`config.mk`:
```
export PLATFORM = sky130hd
export DESIGN_NAME = dbg_host
export DESIGN_NICKNAME = d
export VERILOG_FILES = /design/src/rtl/dbg_host_pkg.sv /design/src/rtl/byte_fifo.sv /design/src/rtl/dbg_host.sv
export SDC_FILE = /design/constraint.sdc
export NUM_CORES = 1
export LEC_CHECK = 0
export ABC_AREA = 0
export ABC_CLOCK_PERIOD_IN_PS = 5300
export BUFFER_PORTS_ARGS = -buffer_cell sky130_fd_sc_hd__buf_2
export CORE_UTILIZATION = 58
export CTS_BUF_LIST = sky130_fd_sc_hd__clkbuf_16
export CTS_CLUSTER_SIZE = 16
export DETAILED_ROUTE_END_ITERATION = 8
export HOLD_SLACK_MARGIN = 0.08
export PLACE_DENSITY = 0.75
export SETUP_SLACK_MARGIN = 0.02
export SYNTH_ARGS = -nofsm -noshare
export SYNTH_HDL_FRONTEND = slang
export SYNTH_SLANG_ARGS = --single-unit
```
`constraint.sdc`:
```
create_clock -name clk -period 5.3 [get_ports clk]
set_clock_uncertainty 0.1 [all_clocks]
set_input_delay 0.53 -clock clk [delete_from_list [all_inputs] [get_ports clk]]
set_output_delay 0.53 -clock clk [all_outputs]
set_load 0.02 [all_outputs]
```
`src/rtl/dbg_host_pkg.sv`:
```
// What this block does
// - one shared open-drain line, half duplex
// - start, eight data lsb first, stop
// - host never drives stop bit high
// - first character after reset is 0x80
// - bit time between clk/512 and clk/4
// - nine low bits form a break
// - device held reset while break lasts
// - host holds pin low 5000 cycles more
// - unlock: hold reset, wait, sync, key bytes
// - after unlock, resync and write 0x80
package dbg_host_pkg;
	localparam int clk_mhz = 50;
	localparam logic [7:0] sync_char = 8'h80;
	localparam logic [7:0] key_b0 = 8'heb;
	localparam logic [7:0] key_b1 = 8'h5a;
	localparam logic [7:0] key_b2 = 8'h70;
	localparam logic [7:0] key_b3 = 8'hcd;
	localparam logic [7:0] debug_mode_value = 8'h80;
	localparam int unlock_wait_us = 5000;
	localparam int unlock_wait_cyc = unlock_wait_us * clk_mhz;
	localparam int post_reset_low_cyc = 5000;
	localparam int break_bits = 9;
	localparam int min_div = 4;
	localparam int max_div = 512;
	localparam logic [9:0] div_default = 10'h1b2;

	typedef struct packed {
		logic [7:0] data;
	} byte_s;

	typedef enum logic [3:0] {
		st_idle = 4'h0,
		st_start = 4'h1,
		st_data = 4'h2,
		st_stop = 4'h3,
		st_break = 4'h4,
		st_rx_wait = 4'h5,
		st_rx_bits = 4'h6,
		st_rx_stop = 4'h7,
		st_rst_low = 4'h8,
		st_rst_hold = 4'h9
	} state_e;
endpackage : dbg_host_pkg

```
`src/rtl/byte_fifo.sv`:
```
`timescale 1ns/100ps
module byte_fifo #(
	parameter int width = 8,
	parameter int depth = 16
) (
	input wire logic clk,
	input wire logic rst,
	input wire logic in_valid,
	output logic in_ready,
	input wire logic [width-1:0] in_data,
	output logic out_valid,
	input wire logic out_ready,
	output logic [width-1:0] out_data
);
	localparam int aw = $clog2(depth);
	logic [width-1:0] mem [depth];
	logic [aw:0] wp_r;
	logic [aw:0] rp_r;
	logic [aw:0] rp_nxt;
	logic pop;
	logic push;

	// full when pointers differ only in the wrap bit
	assign in_ready = (wp_r[aw] == rp_r[aw]) || (wp_r[aw-1:0] != rp_r[aw-1:0]);
	assign push = in_valid && in_ready;
	assign pop = out_ready && out_valid;
	assign rp_nxt = pop ? rp_r + 1'b1 : rp_r;

	// write side
	always_ff @(posedge clk) begin
		if (rst) begin
			wp_r <= '0;
		end else if (push) begin
			mem[wp_r[aw-1:0]] <= in_data;
			wp_r <= wp_r + 1'b1;
		end
	end

	// registered read: data comes from rp_nxt, so it changes with the pointer in the same cycle, valid follows it
	always_ff @(posedge clk) begin
		if (rst) begin
			rp_r <= '0;
			out_valid <= 1'b0;
			out_data <= '0;
		end else begin
			rp_r <= rp_nxt;
			out_valid <= (rp_nxt != wp_r) && !(pop && rp_nxt == wp_r);
			out_data <= mem[rp_nxt[aw-1:0]];
		end
	end
endmodule : byte_fifo

```
`src/rtl/dbg_host.sv`:
```
`timescale 1ns/100ps
// host side of the single pin debug link: sends bytes from a fifo,
// receives replies, sends breaks and runs the unlock sequence
module dbg_host
	import dbg_host_pkg::*;
#(
	parameter int fifo_depth = 16,
	parameter int wait_cyc = unlock_wait_cyc,
	parameter int hold_cyc = post_reset_low_cyc
) (
	input wire logic clk,
	input wire logic rst,
	input wire logic [9:0] bit_div,
	input wire logic tx_valid,
	output logic tx_ready,
	input wire byte_s tx_byte,
	input wire logic rx_expect,
	output logic rx_valid,
	output byte_s rx_byte,
	output logic rx_frame_err,
	output logic send_break,
	input wire logic break_req,
	input wire logic unlock_req,
	input wire logic dbg_entry_req,
	output logic busy,
	output logic collision,
	input wire logic line_in,
	output logic line_out,
	output logic line_oe,
	output logic reset_out,
	output logic reset_oe
);
	// ------------------------------------------------------------
	// line sampling
	// ------------------------------------------------------------
	logic s1_r;
	logic s2_r;
	logic s3_r;
	logic line_r;
	logic [3:0] oe_d_r;
	// three flops, level taken once the last two agree
	always_ff @(posedge clk) begin
		if (rst) begin
			s1_r <= 1'b1;
			s2_r <= 1'b1;
			s3_r <= 1'b1;
			line_r <= 1'b1;
		end else begin
			s1_r <= line_in;
			s2_r <= s1_r;
			s3_r <= s2_r;
			if (s2_r == s3_r) begin
				line_r <= s3_r;
			end
		end
	end

	// own drive delayed four cycles so it lines up with line_r; without it a
	// short bit reads the previous bit back and flags a false collision
	always_ff @(posedge clk) begin
		if (rst) begin
			oe_d_r <= '0;
		end else begin
			oe_d_r <= {oe_d_r[2:0], line_oe};
		end
	end

	// ------------------------------------------------------------
	// fifo of bytes to send
	// ------------------------------------------------------------
	logic f_valid;
	logic f_ready;
	byte_s f_data;
	byte_fifo #(.width(8), .depth(fifo_depth)) u_fifo (
		.clk(clk),
		.rst(rst),
		.in_valid(tx_valid),
		.in_ready(tx_ready),
		.in_data(tx_byte),
		.out_valid(f_valid),
		.out_ready(f_ready),
		.out_data(f_data)
	);

	// ------------------------------------------------------------
	// bit timer: clamp divisor into the legal range
	// ------------------------------------------------------------
	logic [9:0] div_r;
	logic [9:0] cnt_r;
	logic [31:0] long_r;
	logic [3:0] bit_r;
	logic [7:0] sh_r;
	logic [2:0] key_idx_r;
	logic unlock_r;
	logic break_pend_r;
	logic unlock_pend_r;
	logic entry_pend_r;
	state_e st_r;

	always_ff @(posedge clk) begin
		if (rst) begin
			div_r <= div_default;
		end else if (st_r == st_idle) begin
			if (bit_div < 10'(min_div)) begin
				div_r <= 10'(min_div);
			end else if (bit_div > 10'(max_div)) begin
				div_r <= 10'(max_div);
			end else begin
				div_r <= bit_div;
			end
		end
	end

	// key byte lookup for the unlock stream
	function automatic logic [7:0] key_byte(input logic [2:0] i);
		case (i)
			3'h0: key_byte = sync_char;
			3'h1: key_byte = key_b0;
			3'h2: key_byte = key_b1;
			3'h3: key_byte = key_b2;
			default: key_byte = key_b3;
		endcase
	endfunction : key_byte

	logic tick;
	logic half;
	assign tick = (cnt_r == div_r - 10'h001);
	assign half = (cnt_r == {1'b0, div_r[9:1]});
	assign f_ready = (st_r == st_idle) && !unlock_r && !break_pend_r && !unlock_pend_r
		&& !entry_pend_r && f_valid;

	// ------------------------------------------------------------
	// request latches; taken when idle
	// ------------------------------------------------------------
	always_ff @(posedge clk) begin
		if (rst) begin
			break_pend_r <= 1'b0;
			unlock_pend_r <= 1'b0;
			entry_pend_r <= 1'b0;
		end else begin
			if (break_req) begin
				break_pend_r <= 1'b1;
			end else if (st_r == st_break) begin
				break_pend_r <= 1'b0;
			end
			if (unlock_req) begin
				unlock_pend_r <= 1'b1;
			end else if (st_r == st_rst_low) begin
				unlock_pend_r <= 1'b0;
			end
			if (dbg_entry_req) begin
				entry_pend_r <= 1'b1;
			end else if (st_r == st_rst_hold) begin
				entry_pend_r <= 1'b0;
			end
		end
	end

	// ------------------------------------------------------------
	// main sequencer
	// ------------------------------------------------------------
	always_ff @(posedge clk) begin
		if (rst) begin
			st_r <= st_idle;
			cnt_r <= '0;
			long_r <= '0;
			bit_r <= '0;
			sh_r <= '0;
			key_idx_r <= '0;
			unlock_r <= 1'b0;
			line_out <= 1'b0;
			line_oe <= 1'b0;
			reset_out <= 1'b0;
			reset_oe <= 1'b0;
			rx_valid <= 1'b0;
			rx_byte <= '0;
			rx_frame_err <= 1'b0;
			send_break <= 1'b0;
			collision <= 1'b0;
			busy <= 1'b0;
		end else begin
			rx_valid <= 1'b0;
			rx_frame_err <= 1'b0;
			collision <= 1'b0;
			send_break <= 1'b0;
			busy <= (st_r != st_idle);
			cnt_r <= tick ? 10'h000 : cnt_r + 10'h001;
			case (st_r)
				st_idle: begin
					cnt_r <= '0;
					line_oe <= 1'b0;
					if (break_pend_r) begin
						st_r <= st_break;
						long_r <= '0;
						line_oe <= 1'b1;
					end else if (unlock_pend_r) begin
						st_r <= st_rst_low;
						long_r <= '0;
						reset_oe <= 1'b1;
						key_idx_r <= '0;
					end else if (entry_pend_r) begin
						st_r <= st_rst_hold;
						long_r <= '0;
						reset_oe <= 1'b1;
						line_oe <= 1'b1;
					end else if (unlock_r) begin
						sh_r <= key_byte(key_idx_r);
						st_r <= st_start;
						line_oe <= 1'b1;
					end else if (f_valid) begin
						sh_r <= f_data.data;
						st_r <= st_start;
						line_oe <= 1'b1;
					end
				end
				st_start: if (tick) begin
					bit_r <= '0;
					line_oe <= !sh_r[0];
					st_r <= st_data;
				end
				st_data: begin
					// released bit read back low means someone else drives
					if (half && !oe_d_r[3] && !line_r) begin
						collision <= 1'b1;
					end
					if (tick) begin
						sh_r <= {1'b0, sh_r[7:1]};
						if (bit_r == 4'h7) begin
							line_oe <= 1'b0;
							st_r <= st_stop;
						end else begin
							bit_r <= bit_r + 4'h1;
							line_oe <= !sh_r[1];
						end
					end
				end
				st_stop: if (tick) begin
					if (unlock_r) begin
						if (key_idx_r == 3'h4) begin
							unlock_r <= 1'b0;
							reset_oe <= 1'b0;
						end
						key_idx_r <= key_idx_r + 3'h1;
						st_r <= st_idle;
					end else begin
						// reply may start at once, so watch immediately
						st_r <= rx_expect ? st_rx_wait : st_idle;
						long_r <= '0;
					end
				end
				st_rx_wait: begin
					cnt_r <= '0;
					long_r <= long_r + 32'h1;
					if (!line_r) begin
						st_r <= st_rx_bits;
						bit_r <= '0;
						long_r <= '0;
					end else if (long_r >= 32'(div_r) * 32'(max_div)) begin
						st_r <= st_idle; // no answer
					end
				end
				st_rx_bits: begin
					long_r <= line_r ? 32'h0 : long_r + 32'h1;
					if (long_r >= 32'(div_r) * 32'(break_bits)) begin
						send_break <= 1'b1;
						st_r <= st_idle;
					end else if (half && bit_r != 4'h0) begin
						sh_r <= {line_r, sh_r[7:1]};
					end
					if (tick) begin
						if (bit_r == 4'h8) begin
							st_r <= st_rx_stop;
						end else begin
							bit_r <= bit_r + 4'h1;
						end
					end
				end
				st_rx_stop: begin
					// nine low bits reach into the stop bit, so the break is caught here
					long_r <= line_r ? 32'h0 : long_r + 32'h1;
					if (long_r >= 32'(div_r) * 32'(break_bits)) begin
						send_break <= 1'b1;
						st_r <= st_idle;
					end else if (half) begin
						rx_byte <= sh_r;
						rx_valid <= line_r;
						rx_frame_err <= !line_r;
						st_r <= st_idle;
					end
				end
				st_break: begin
					// break held well past nine bits so the device resyncs
					long_r <= long_r + 32'h1;
					if (long_r >= 32'(div_r) * 32'(2 * break_bits) - 32'h1) begin
						line_oe <= 1'b0;
						st_r <= st_idle;
					end
				end
				st_rst_low: begin
					long_r <= long_r + 32'h1;
					if (long_r >= 32'(wait_cyc)) begin
						unlock_r <= 1'b1;
						st_r <= st_idle;
					end
				end
				st_rst_hold: begin
					long_r <= long_r + 32'h1;
					if (long_r == 32'(hold_cyc) - 32'h1) begin
						reset_oe <= 1'b0;
					end
					if (long_r >= 32'(2 * hold_cyc) - 32'h1) begin
						line_oe <= 1'b0;
						st_r <= st_idle;
					end
				end
				default: st_r <= st_idle;
			endcase
		end
	end
endmodule : dbg_host

```
Yosys cells after proc, flatten, opt, wreduce, memory -nomap -nowiden --
Memory sizes are Yosys's and may differ from the RTL's. A register that Yosys moved wholly into a read port is not among the register bits. Index checks and enable logic that the tools add are counted.
Cells by class: $add $sub $neg 8, multipliers 2, $lt $le $gt $ge 7, equality and inequality tests 50, mux-type cells 90, bitwise gates (word level) 5, reductions and logical operators 51
Operators with widths (number):
- 32-bit two-way mux | 7
- 32-bit one-hot mux with 5 select lines | 1
- 4-bit two-way mux | 25
- 8-bit two-way mux | 8
- 4-bit one-hot mux with 10 select lines | 1
- 2-bit inequality test, second input constant | 17
- 32-bit by 1-bit adder with 32-bit output, second input constant | 1
- 32-bit by 13-bit equality test with 1-bit output, second input constant | 1
- 32-bit by 14-bit >= comparator with 1-bit output | 1
- 32-bit by 14-bit >= comparator with 1-bit output, second input constant | 1
- 32-bit by 18-bit >= comparator with 1-bit output, second input constant | 1
- 32-bit by 19-bit >= comparator with 1-bit output | 1
- 32-bit >= comparator | 1
- 1-bit two-way mux | 32
- 8-bit one-hot mux with 4 select lines | 1
- 10-bit by 4-bit multiplier with 14-bit output, second input constant | 2
- 8-bit one-hot mux with 3 select lines | 1
- 4-bit by 3-bit equality test with 1-bit output, second input constant | 5
- 10-bit two-way mux | 2
- 3-bit two-way mux | 6
- 4-bit one-hot mux with 4 select lines | 1
- 15-bit by 1-bit subtractor with 16-bit output, second input constant | 1
- 7-bit AND reduction | 2
- 4-bit equality test, second input constant | 3
- 46 further kinds | 91
Storage, ports and cells: register bits after elaboration 109, bits in writable memories 128, input bits 26, word-level logic and storage cells 241, memories 1
Memory list:
- u_fifo.mem | depth 16, width 8, read ports 1, clocked after memory_dff 1, write ports 1, RTL line byte_fifo.sv:16 | logic [width-1:0] mem [depth];

Longest topological paths before layout --
Gate-level depths: netlist (run 1).
depth in word-level cells 12, depth in mapped cells 22, mapped depth without buffers 22

Hierarchy --
From an unflattened synthesis (run 1), not the netlist that was laid out.
Second synthesis, totals: cell total of the unflattened synthesis 1385, area, all modules 13985.9 sq um
Modules (own cells, without submodules):
- dbg_host | instances 1, cells an instance 939, area each 7602.3 sq um, sequential area each 1961.9 sq um
- byte_fifo | instances 1, cells an instance 446, area each 6383.6 sq um, sequential area each 4224.1 sq um

Least setup slack after synthesis (run 1) --
No wires, ideal clock.
kind reg2reg, start reg div_r[0], end reg st_r[0], library setup time 71 ps, arrival time 4480 ps, data required time 5129 ps, slack 650 ps, stages on the path, launching flop included 20, path buffers 0, cells stage by stage dfxtp_1 > ha_1 > ha_1 > inv_1 > fa_1 > nand2_1 > nor4b_1 > nand2_1 > nor2_1 > nand3_1 > ha_1 > nand2_1 > o21ai_0 > a211oi_1 > o31ai_1 > o211ai_1 > a211oi_2 > o211ai_2 > a21o_1 > a21oi_1
On the way: cells in the longest elaborated chain, start to end 6, elaborated cells between the ends (all ways) 20, those cells by class 2 x add/sub; 2 x mul; 3 x order compare; 7 x eq/ne; 5 x mux; 1 x reduce/logical
RTL lines:
- start, declared | RTL line dbg_host.sv:88 | logic [9:0] div_r;
- start signal, assigned | RTL line dbg_host.sv:102 | div_r <= div_default;
- start signal, assigned | RTL line dbg_host.sv:105 | div_r <= 10'(min_div);
- start signal, assigned | RTL line dbg_host.sv:107 | div_r <= 10'(max_div);
- parallel branches: the longest is 6 deep, another holds 32-bit >= comparator
- end signal, assigned | RTL line dbg_host.sv:193 | st_r <= st_break;
- end signal, assigned | RTL line dbg_host.sv:266 | st_r <= st_idle;
- end signal, assigned | RTL line dbg_host.sv:272 | st_r <= st_rx_stop;
- end, declared | RTL line dbg_host.sv:98 | state_e st_r;
Parallel ways; which one is timed is not known. A chain may end at the register's enable or synchronous reset.

Worst setup path in the final report (run 1) --
start reg div_r[1], end reg st_r[0]
Same word-level chain as after synthesis.

==> flow_metrics.py, run 1 <==
metrics = {
    "flow_run": {
        "drv_cap": 0,
    },
    "cells_and_area": {
        "fin_area_mm2": 0.0143,
        "syn_to_final_growth_pct": 9.33,
        "multiInputGateArea_mm2": 0.00637,
        "insertedDiodeCount": 0,
        "final_nets": 1490,
        "fillers": 1738,
        "seqCellArea_mm2": 0.00619,
        "drive_above_1_share_pct": 8.78,
    },
    "power": {
        "seq_power_share_pct": 36.7,
        "power_density_mw_per_mm2": 420,
        "switching_share_pct": 36.2,
        "pwr-share-comb_pct": 35.3,
        "clkPwrFrac_pct": 28.0,
        "p_sw_mw": 2.17,
        "ir_drop_mv": 0.314,
        "internal_power_mw": 3.83,
        "leakage_nw": 5.36,
    },
    "yosys": {
        "synth_top_cell_by_area": "edfxtp_1",
        "synth_edf_count": 128,
        "synth_top_area_share_pct": 29.5,
        "syn_avg_cell_area_um2": 9.54,
        "synthCells": 1366,
        "ys_seq_elements": 245,
        "yosys-top-cells-area": "edfxtp_1 (29%), dfxtp_1 (18%), ha_1 (7.9%), nand2_1 (5.7%), nor2_1 (4.3%)",
        "yosysMostFrequentCell": "nand2_1",
        "ys_types": 79,
        "synth_common_cells": "nand2_1 (198), nor2_1 (150), edfxtp_1 (128), dfxtp_1 (117), ha_1 (82)",
        "yosysSeqAreaShare_pct": 47.4,
        "yosysWarnings": 0,
        "synth_flop_cell": "edfxtp_1",
        "syn-cell-area_mm2": 0.0130,
        "async_flop_share_pct": 0,
    },
    "floorplan": {
        "io_pins": 44,
        "die_y_um": 152,
        "die-area_mm2": 0.0231,
        "rows": 54,
        "die_x_um": 152,
        "initial_core_util_pct": 59.4,
        "core_mm2": 0.0220,
    },
    "cts": {
        "clock_latency_ns": 0.55,
        "clkTransAtPathRegs_ns": 0.06,
        "clock_sinks": 245,
        "htreeDepth": 1,
        "root_buffer": "clkbuf_16",
        "numCtsBuffers": 27,
        "ctsLongestPathBuffers": 3,
        "cts_tree": "yes",
    },
    "setup_path": {
        "r2r-start": "div_r[1]",
        "crit_fanout": 7,
        "end_kind": "flip-flop",
        "crit_path_start_kind": "flip-flop",
        "worstPathRequired_ns": 5.68,
        "endpoint": "st_r[0]",
        "rr_worst_depth": 20,
        "cp.arrival_ns": 5.32,
        "reg2reg_to": "st_r[0]",
        "crit_path_start": "div_r[1]",
        "critPathKind": "reg -> reg",
        "reg2reg_slack_ns": 0.36,
    },
    "global_route": {
        "antenna_found_initial": 0,
        "top_usage_layer": "met2",
        "grtUsageMet1_pct": 35.0,
        "first_global_vias": 9669,
        "overflow": 0,
        "met2_usage_pct": 46.0,
        "grt_pass1_wl_um": 49500,
        "grtUsageMet3_pct": 2.99,
        "globalRouteTotalUtil_pct": 26.4,
        "grt_start_max_net_pins": 66,
    },
    "timing": {
        "final_hold_viol_count": 0,
        "tightest_slew_ns": 1.22,
        "post-route-period-util_pct": 93.2,
        "timing.fmax_mhz": 202,
        "slew_viol_final": 0,
        "fin_crit_ns": 4.94,
        "tns_ns": 0,
        "setup_viol": 0,
        "rsz0062_at_grt": "no",
        "relSlewSlack_pct": 18.4,
    },
    "outcome": {
        "outcome": "finished clean",
    },
    "routing": {
        "drc": 0,
        "drtPass1Iterations": 5,
        "routed_wl_um": 30700,
        "vias": 10200,
        "antenna_left": 0,
        "viasPerCell": 6.05,
        "wl_per_cell_um": 18.3,
        "drt-initial-drc-count": 805,
    },
    "placed_design": {
        "dp_hpwl_um": 20800,
        "gp_congestion": 0.879,
        "port_buffers": 41,
        "placed_area_mm2": 0.0134,
    },
    "worst_hold_path": {
        "min_path_cells": 2,
        "hold_class": "in -> reg",
    },
}
-- layer usage --
metal,vias up,wire length [um]
met3,52,1720
met2,317,15200
li1,4931,-
met4,0,603
met1,4875,13200
met5,-,0
-- power groups by stage --
stage	Sequential [mW]	Clock, mW	Combinational, mW
final	2.20	1.68	2.11
after global routing	2.21	1.77	2.36
after CTS	2.20	1.71	2.08
after detailed placement	2.24	0	2.06
after global placement	2.23	0	2.03
after floorplan	2.20	0	1.65
-- critical path, cell delays in order (launching register included) --
cell	delay (ns)
dfxtp_1	0.39
ha_1	0.32
ha_1	0.20
inv_1	0.06
fa_1	0.39
nand2b_1	0.18
nand2b_1	0.11
a21oi_1	0.09
xnor2_1	0.19
or3_1	0.44
nor3_1	0.28
nand2_1	0.12
xnor2_1	0.15
ha_1	0.30
nand4_1	0.10
a2111oi_1	0.39
o211ai_1	0.18
a211oi_2	0.31
o211ai_2	0.23
a21o_1	0.21
a21oi_1	0.13
-- flip-flops by register name, summed over array words and instances, names as in the netlist, 5 cells and up --
register,flops
u_fifo.mem,128
long_r,32
cnt_r,10
div_r,10
rx_byte,8
sh_r,8
u_fifo.out_data,8
u_fifo.rp_r,5
u_fifo.wp_r,5
-- final cells by class --
cell class	instances	share of cell area, %
inverter	42	1.11
clock buffer	27	4.74
sequential	245	43.4
multi-input combinational	1004	44.7
tap	280	2.46
timing repair buffer	61	2.77
clock inverter	22	0.825
-- cell families after synthesis --
family | share of synthesized area [%]
mux | 1.08
simple gates | 21.4
flops | 47.4
buf+inv | 4.09
compound gates | 11.4
other cells | 0.0288
fa+ha+maj | 8.02
xor+xnor | 6.56
-- cells in the final DEF (no fill, tap or decap), drive strengths merged, types with 22 or more instances in the layout --
master  netlist  routed
o21ai        32      32
and3         31      31
xnor2        58      58
inv          41      53
edfxtp      128     128
nand3        64      64
nand2       198     198
a31oi        23      23
nand4        22      22
buf          27      60
a21oi        58      58
nor3         41      41
ha           82      82
dfxtp       117     117
nor2        150     150
xor2         35      35
clkbuf       49      27
-- through the flow --
| step | instances | worst slack (ns) | total power, mW | utilization, % | hold WS, ns |
|---|---|---|---|---|---|
| 2_1_floorplan | 1367 | 0.650 | 3.85 | - | 0.289 |
| 3_3_place_gp | 1630 | 0.496 | 4.26 | 61.2 | 0.294 |
| 3_5_place_dp | 1630 | 0.331 | 4.30 | 61.2 | 0.308 |
| 4_1_cts | 1680 | 0.308 | 5.98 | 64.8 | 0.104 |
| 5_1_grt | 1681 | 0.0422 | 6.35 | 64.9 | 0.119 |
| 6_report | 1681 | 0.361 | 5.99 | 64.9 | 0.120 |
-- worst min path at each step --
stage,startpoint,to,slack (ns)
finish,bit_div[8],div_r[8],0.12
CTS,bit_div[8],div_r[8],0.10
global route,bit_div[5],div_r[5],0.12
detailed placement,s1_r,s2_r,0.31
floorplan,s1_r,s2_r,0.29
global placement,s1_r,s2_r,0.29
-- repair_timing --
action / 4_1_cts / 5_1_grt
setup buffers: 0 / 1
resized for setup: 0 / 5
endpoints found under the setup margin: 0 / 4
hold buffers: 1 / 0
endpoints found under the hold margin: 1 / 0
Note: power is estimated with default switching activity, not from simulation.
==> run 2, diff against run 1 <==
- CORE_ASPECT_RATIO: default -> 2
- CORE_UTILIZATION: 58 -> 60
- PLACE_DENSITY: 0.75 -> 0.77
==> run 2 against run 1 <==
  * The run now ends with design-rule violations left
  * Sequential share of layout area barely moved
  * Sequential power barely moved
  * Critical path depth did not move
  * Flip-flop and latch count stayed put
  * Utilization rose by 1.7 points
  * Routed wire length is 7.6% higher
  * Via count grew 2.0%
  * Combinational power up 6%
  * Clock-buffer cell count down 4
  * Power is 2.6% higher
  * Non-clock buffer count grew 3
  * Register-to-register slack gained 0.06 ns
  * Critical path type unchanged
  * Critical endpoint is now st_r[1]
  * Largest cell class unchanged
==> flow_metrics.py, run 2 (synthesis results as in run 1) <==
metrics = {
    "routing": {
        "wl_per_cell_um": 19.8,
        "routed_wl_um": 33100,
        "drtPass1Iterations": 7,
        "viasPerCell": 6.22,
        "drt-initial-drc-count": 655,
        "drc": 1,
        "antenna_left": 0,
        "vias": 10400,
    },
    "floorplan": {
        "rows": 76,
        "io_pins": 44,
        "core_mm2": 0.0214,
        "die_x_um": 106,
        "die-area_mm2": 0.0224,
        "die_y_um": 210,
        "initial_core_util_pct": 60.9,
    },
    "placed_design": {
        "dp_cells": 1626,
        "dp_hpwl_um": 24100,
        "pre_cts_ws_ns": 0.266,
        "gp_congestion": 0.925,
        "port_buffers": 41,
    },
    "setup_path": {
        "end_kind": "flip-flop",
        "crit_path_start_kind": "flip-flop",
        "critPathKind": "reg -> reg",
        "crit_fanout": 7,
        "reg2reg_to": "st_r[1]",
        "worstPathRequired_ns": 5.63,
        "r2r-start": "div_r[1]",
        "rr_worst_depth": 20,
        "reg2reg_slack_ns": 0.42,
        "cp.arrival_ns": 5.22,
    },
    "timing": {
        "relSlewSlack_pct": 32.2,
        "rsz0062_at_grt": "no",
        "post-route-period-util_pct": 92.1,
        "fin_crit_ns": 4.88,
        "setup_slack_ns": 0.417,
        "slew_viol_final": 0,
        "tns_ns": 0,
        "timing.fmax_mhz": 205,
        "tightest_slew_ns": 1.01,
        "setup_viol": 0,
        "final_hold_viol_count": 0,
    },
    "cts": {
        "ctsLongestPathBuffers": 3,
        "htreeDepth": 1,
        "cts_tree": "yes",
        "clock_sinks": 245,
        "root_buffer": "clkbuf_16",
        "numCtsBuffers": 23,
        "clock_latency_ns": 0.51,
        "ctsHoldBuffers": 0,
        "clkTransAtPathRegs_ns": 0.07,
    },
    "global_route": {
        "overflow": 0,
        "grt_start_max_net_pins": 66,
        "antenna_found_initial": 1,
        "grt_pass1_wl_um": 52800,
        "first_global_vias": 10400,
        "globalRouteTotalUtil_pct": 30.5,
    },
    "cells_and_area": {
        "fin_util_pct": 66.6,
        "final_common_cell": "nand2_1",
        "drive_above_1_share_pct": 8.95,
        "final_cell_mix": "nand2_1 (198), nor2_1 (150), edfxtp_1 (128)",
        "largest_reg_flops": 128,
        "syn_to_final_growth_pct": 9.28,
        "final_nets": 1489,
        "finalNonFillerCells": 1670,
    },
    "outcome": {
        "violations": "design-rule violations",
        "outcome": "complete, but fails checks",
    },
    "power": {
        "power_density_mw_per_mm2": 431,
        "leakage_nw": 5.33,
        "ir_drop_mv": 0.337,
        "power_mw": 6.15,
    },
    "worst_hold_path": {
        "min_path_cells": 2,
        "hold_end": "s1_r",
        "hold_class": "in -> reg",
        "min-delay-start": "line_in",
    },
    "flow_run": {
        "drv_cap": 0,
    },
}
## run 2: area by class of cell
type	count	area (um2)
clock inverter	18	201
antenna	1	2.50
clock buffer	23	576
timing repair buffer	64	415
fill	1678	7150
tap	273	342
sequential	245	6190
multi-input combinational	1004	6370
inverter	42	158
## run 2: per-layer routing
layer	global-route usage (%)	wire length, um
met5	0	0
met4	21.9	2550
met3	4.27	1450
met2	59.2	18500
met1	27.9	10500
## run 2: power by group
| group | internal [mW] | switching, mW |
|---|---|---|
| Clock | 0.992 | 0.715 |
| Combinational | 0.853 | 1.38 |
| Sequential | 2.08 | 0.128 |
## run 2: metrics by stage
step	hold WS (ns)	cell area [um2]
after floorplan	0.289	13000
after global placement	0.297	13400
after detailed placement	0.299	13400
after CTS	0.0997	14200
after global routing	0.110	14200
final	0.106	14200
## run 2: critical path: stages (launching register included)
cell and delay, ns:
dfxtp_1 0.39, ha_1 0.32, ha_1 0.19, inv_1 0.06
fa_1 0.39, nand2b_1 0.18, nand2b_1 0.11, a21oi_1 0.09
xnor2_1 0.18, or3_1 0.46, xor2_1 0.17, ha_1 0.30
nand4_1 0.08, a211oi_1 0.23, a21oi_1 0.14, a2111oi_2 0.40
o211ai_1 0.16, a211oi_2 0.29, o211ai_2 0.23, nand4bb_1 0.24
o21ai_0 0.09
## run 2: worst max path at each step
stage,startpoint,endpoint,cells past startpoint
after floorplan,div_r[0],st_r[0],19
after global placement,div_r[4],st_r[0],18
after detailed placement,div_r[1],st_r[0],18
after CTS,div_r[1],st_r[1],18
after global routing,div_r[1],st_r[0],20
final,div_r[1],st_r[1],20
## run 2: timing repair
action                                  4_1_cts  5_1_grt
endpoints found under the hold margin         0        0
buffers inserted                              0        2
endpoints found under the setup margin        0        6
resized for setup                             0        5
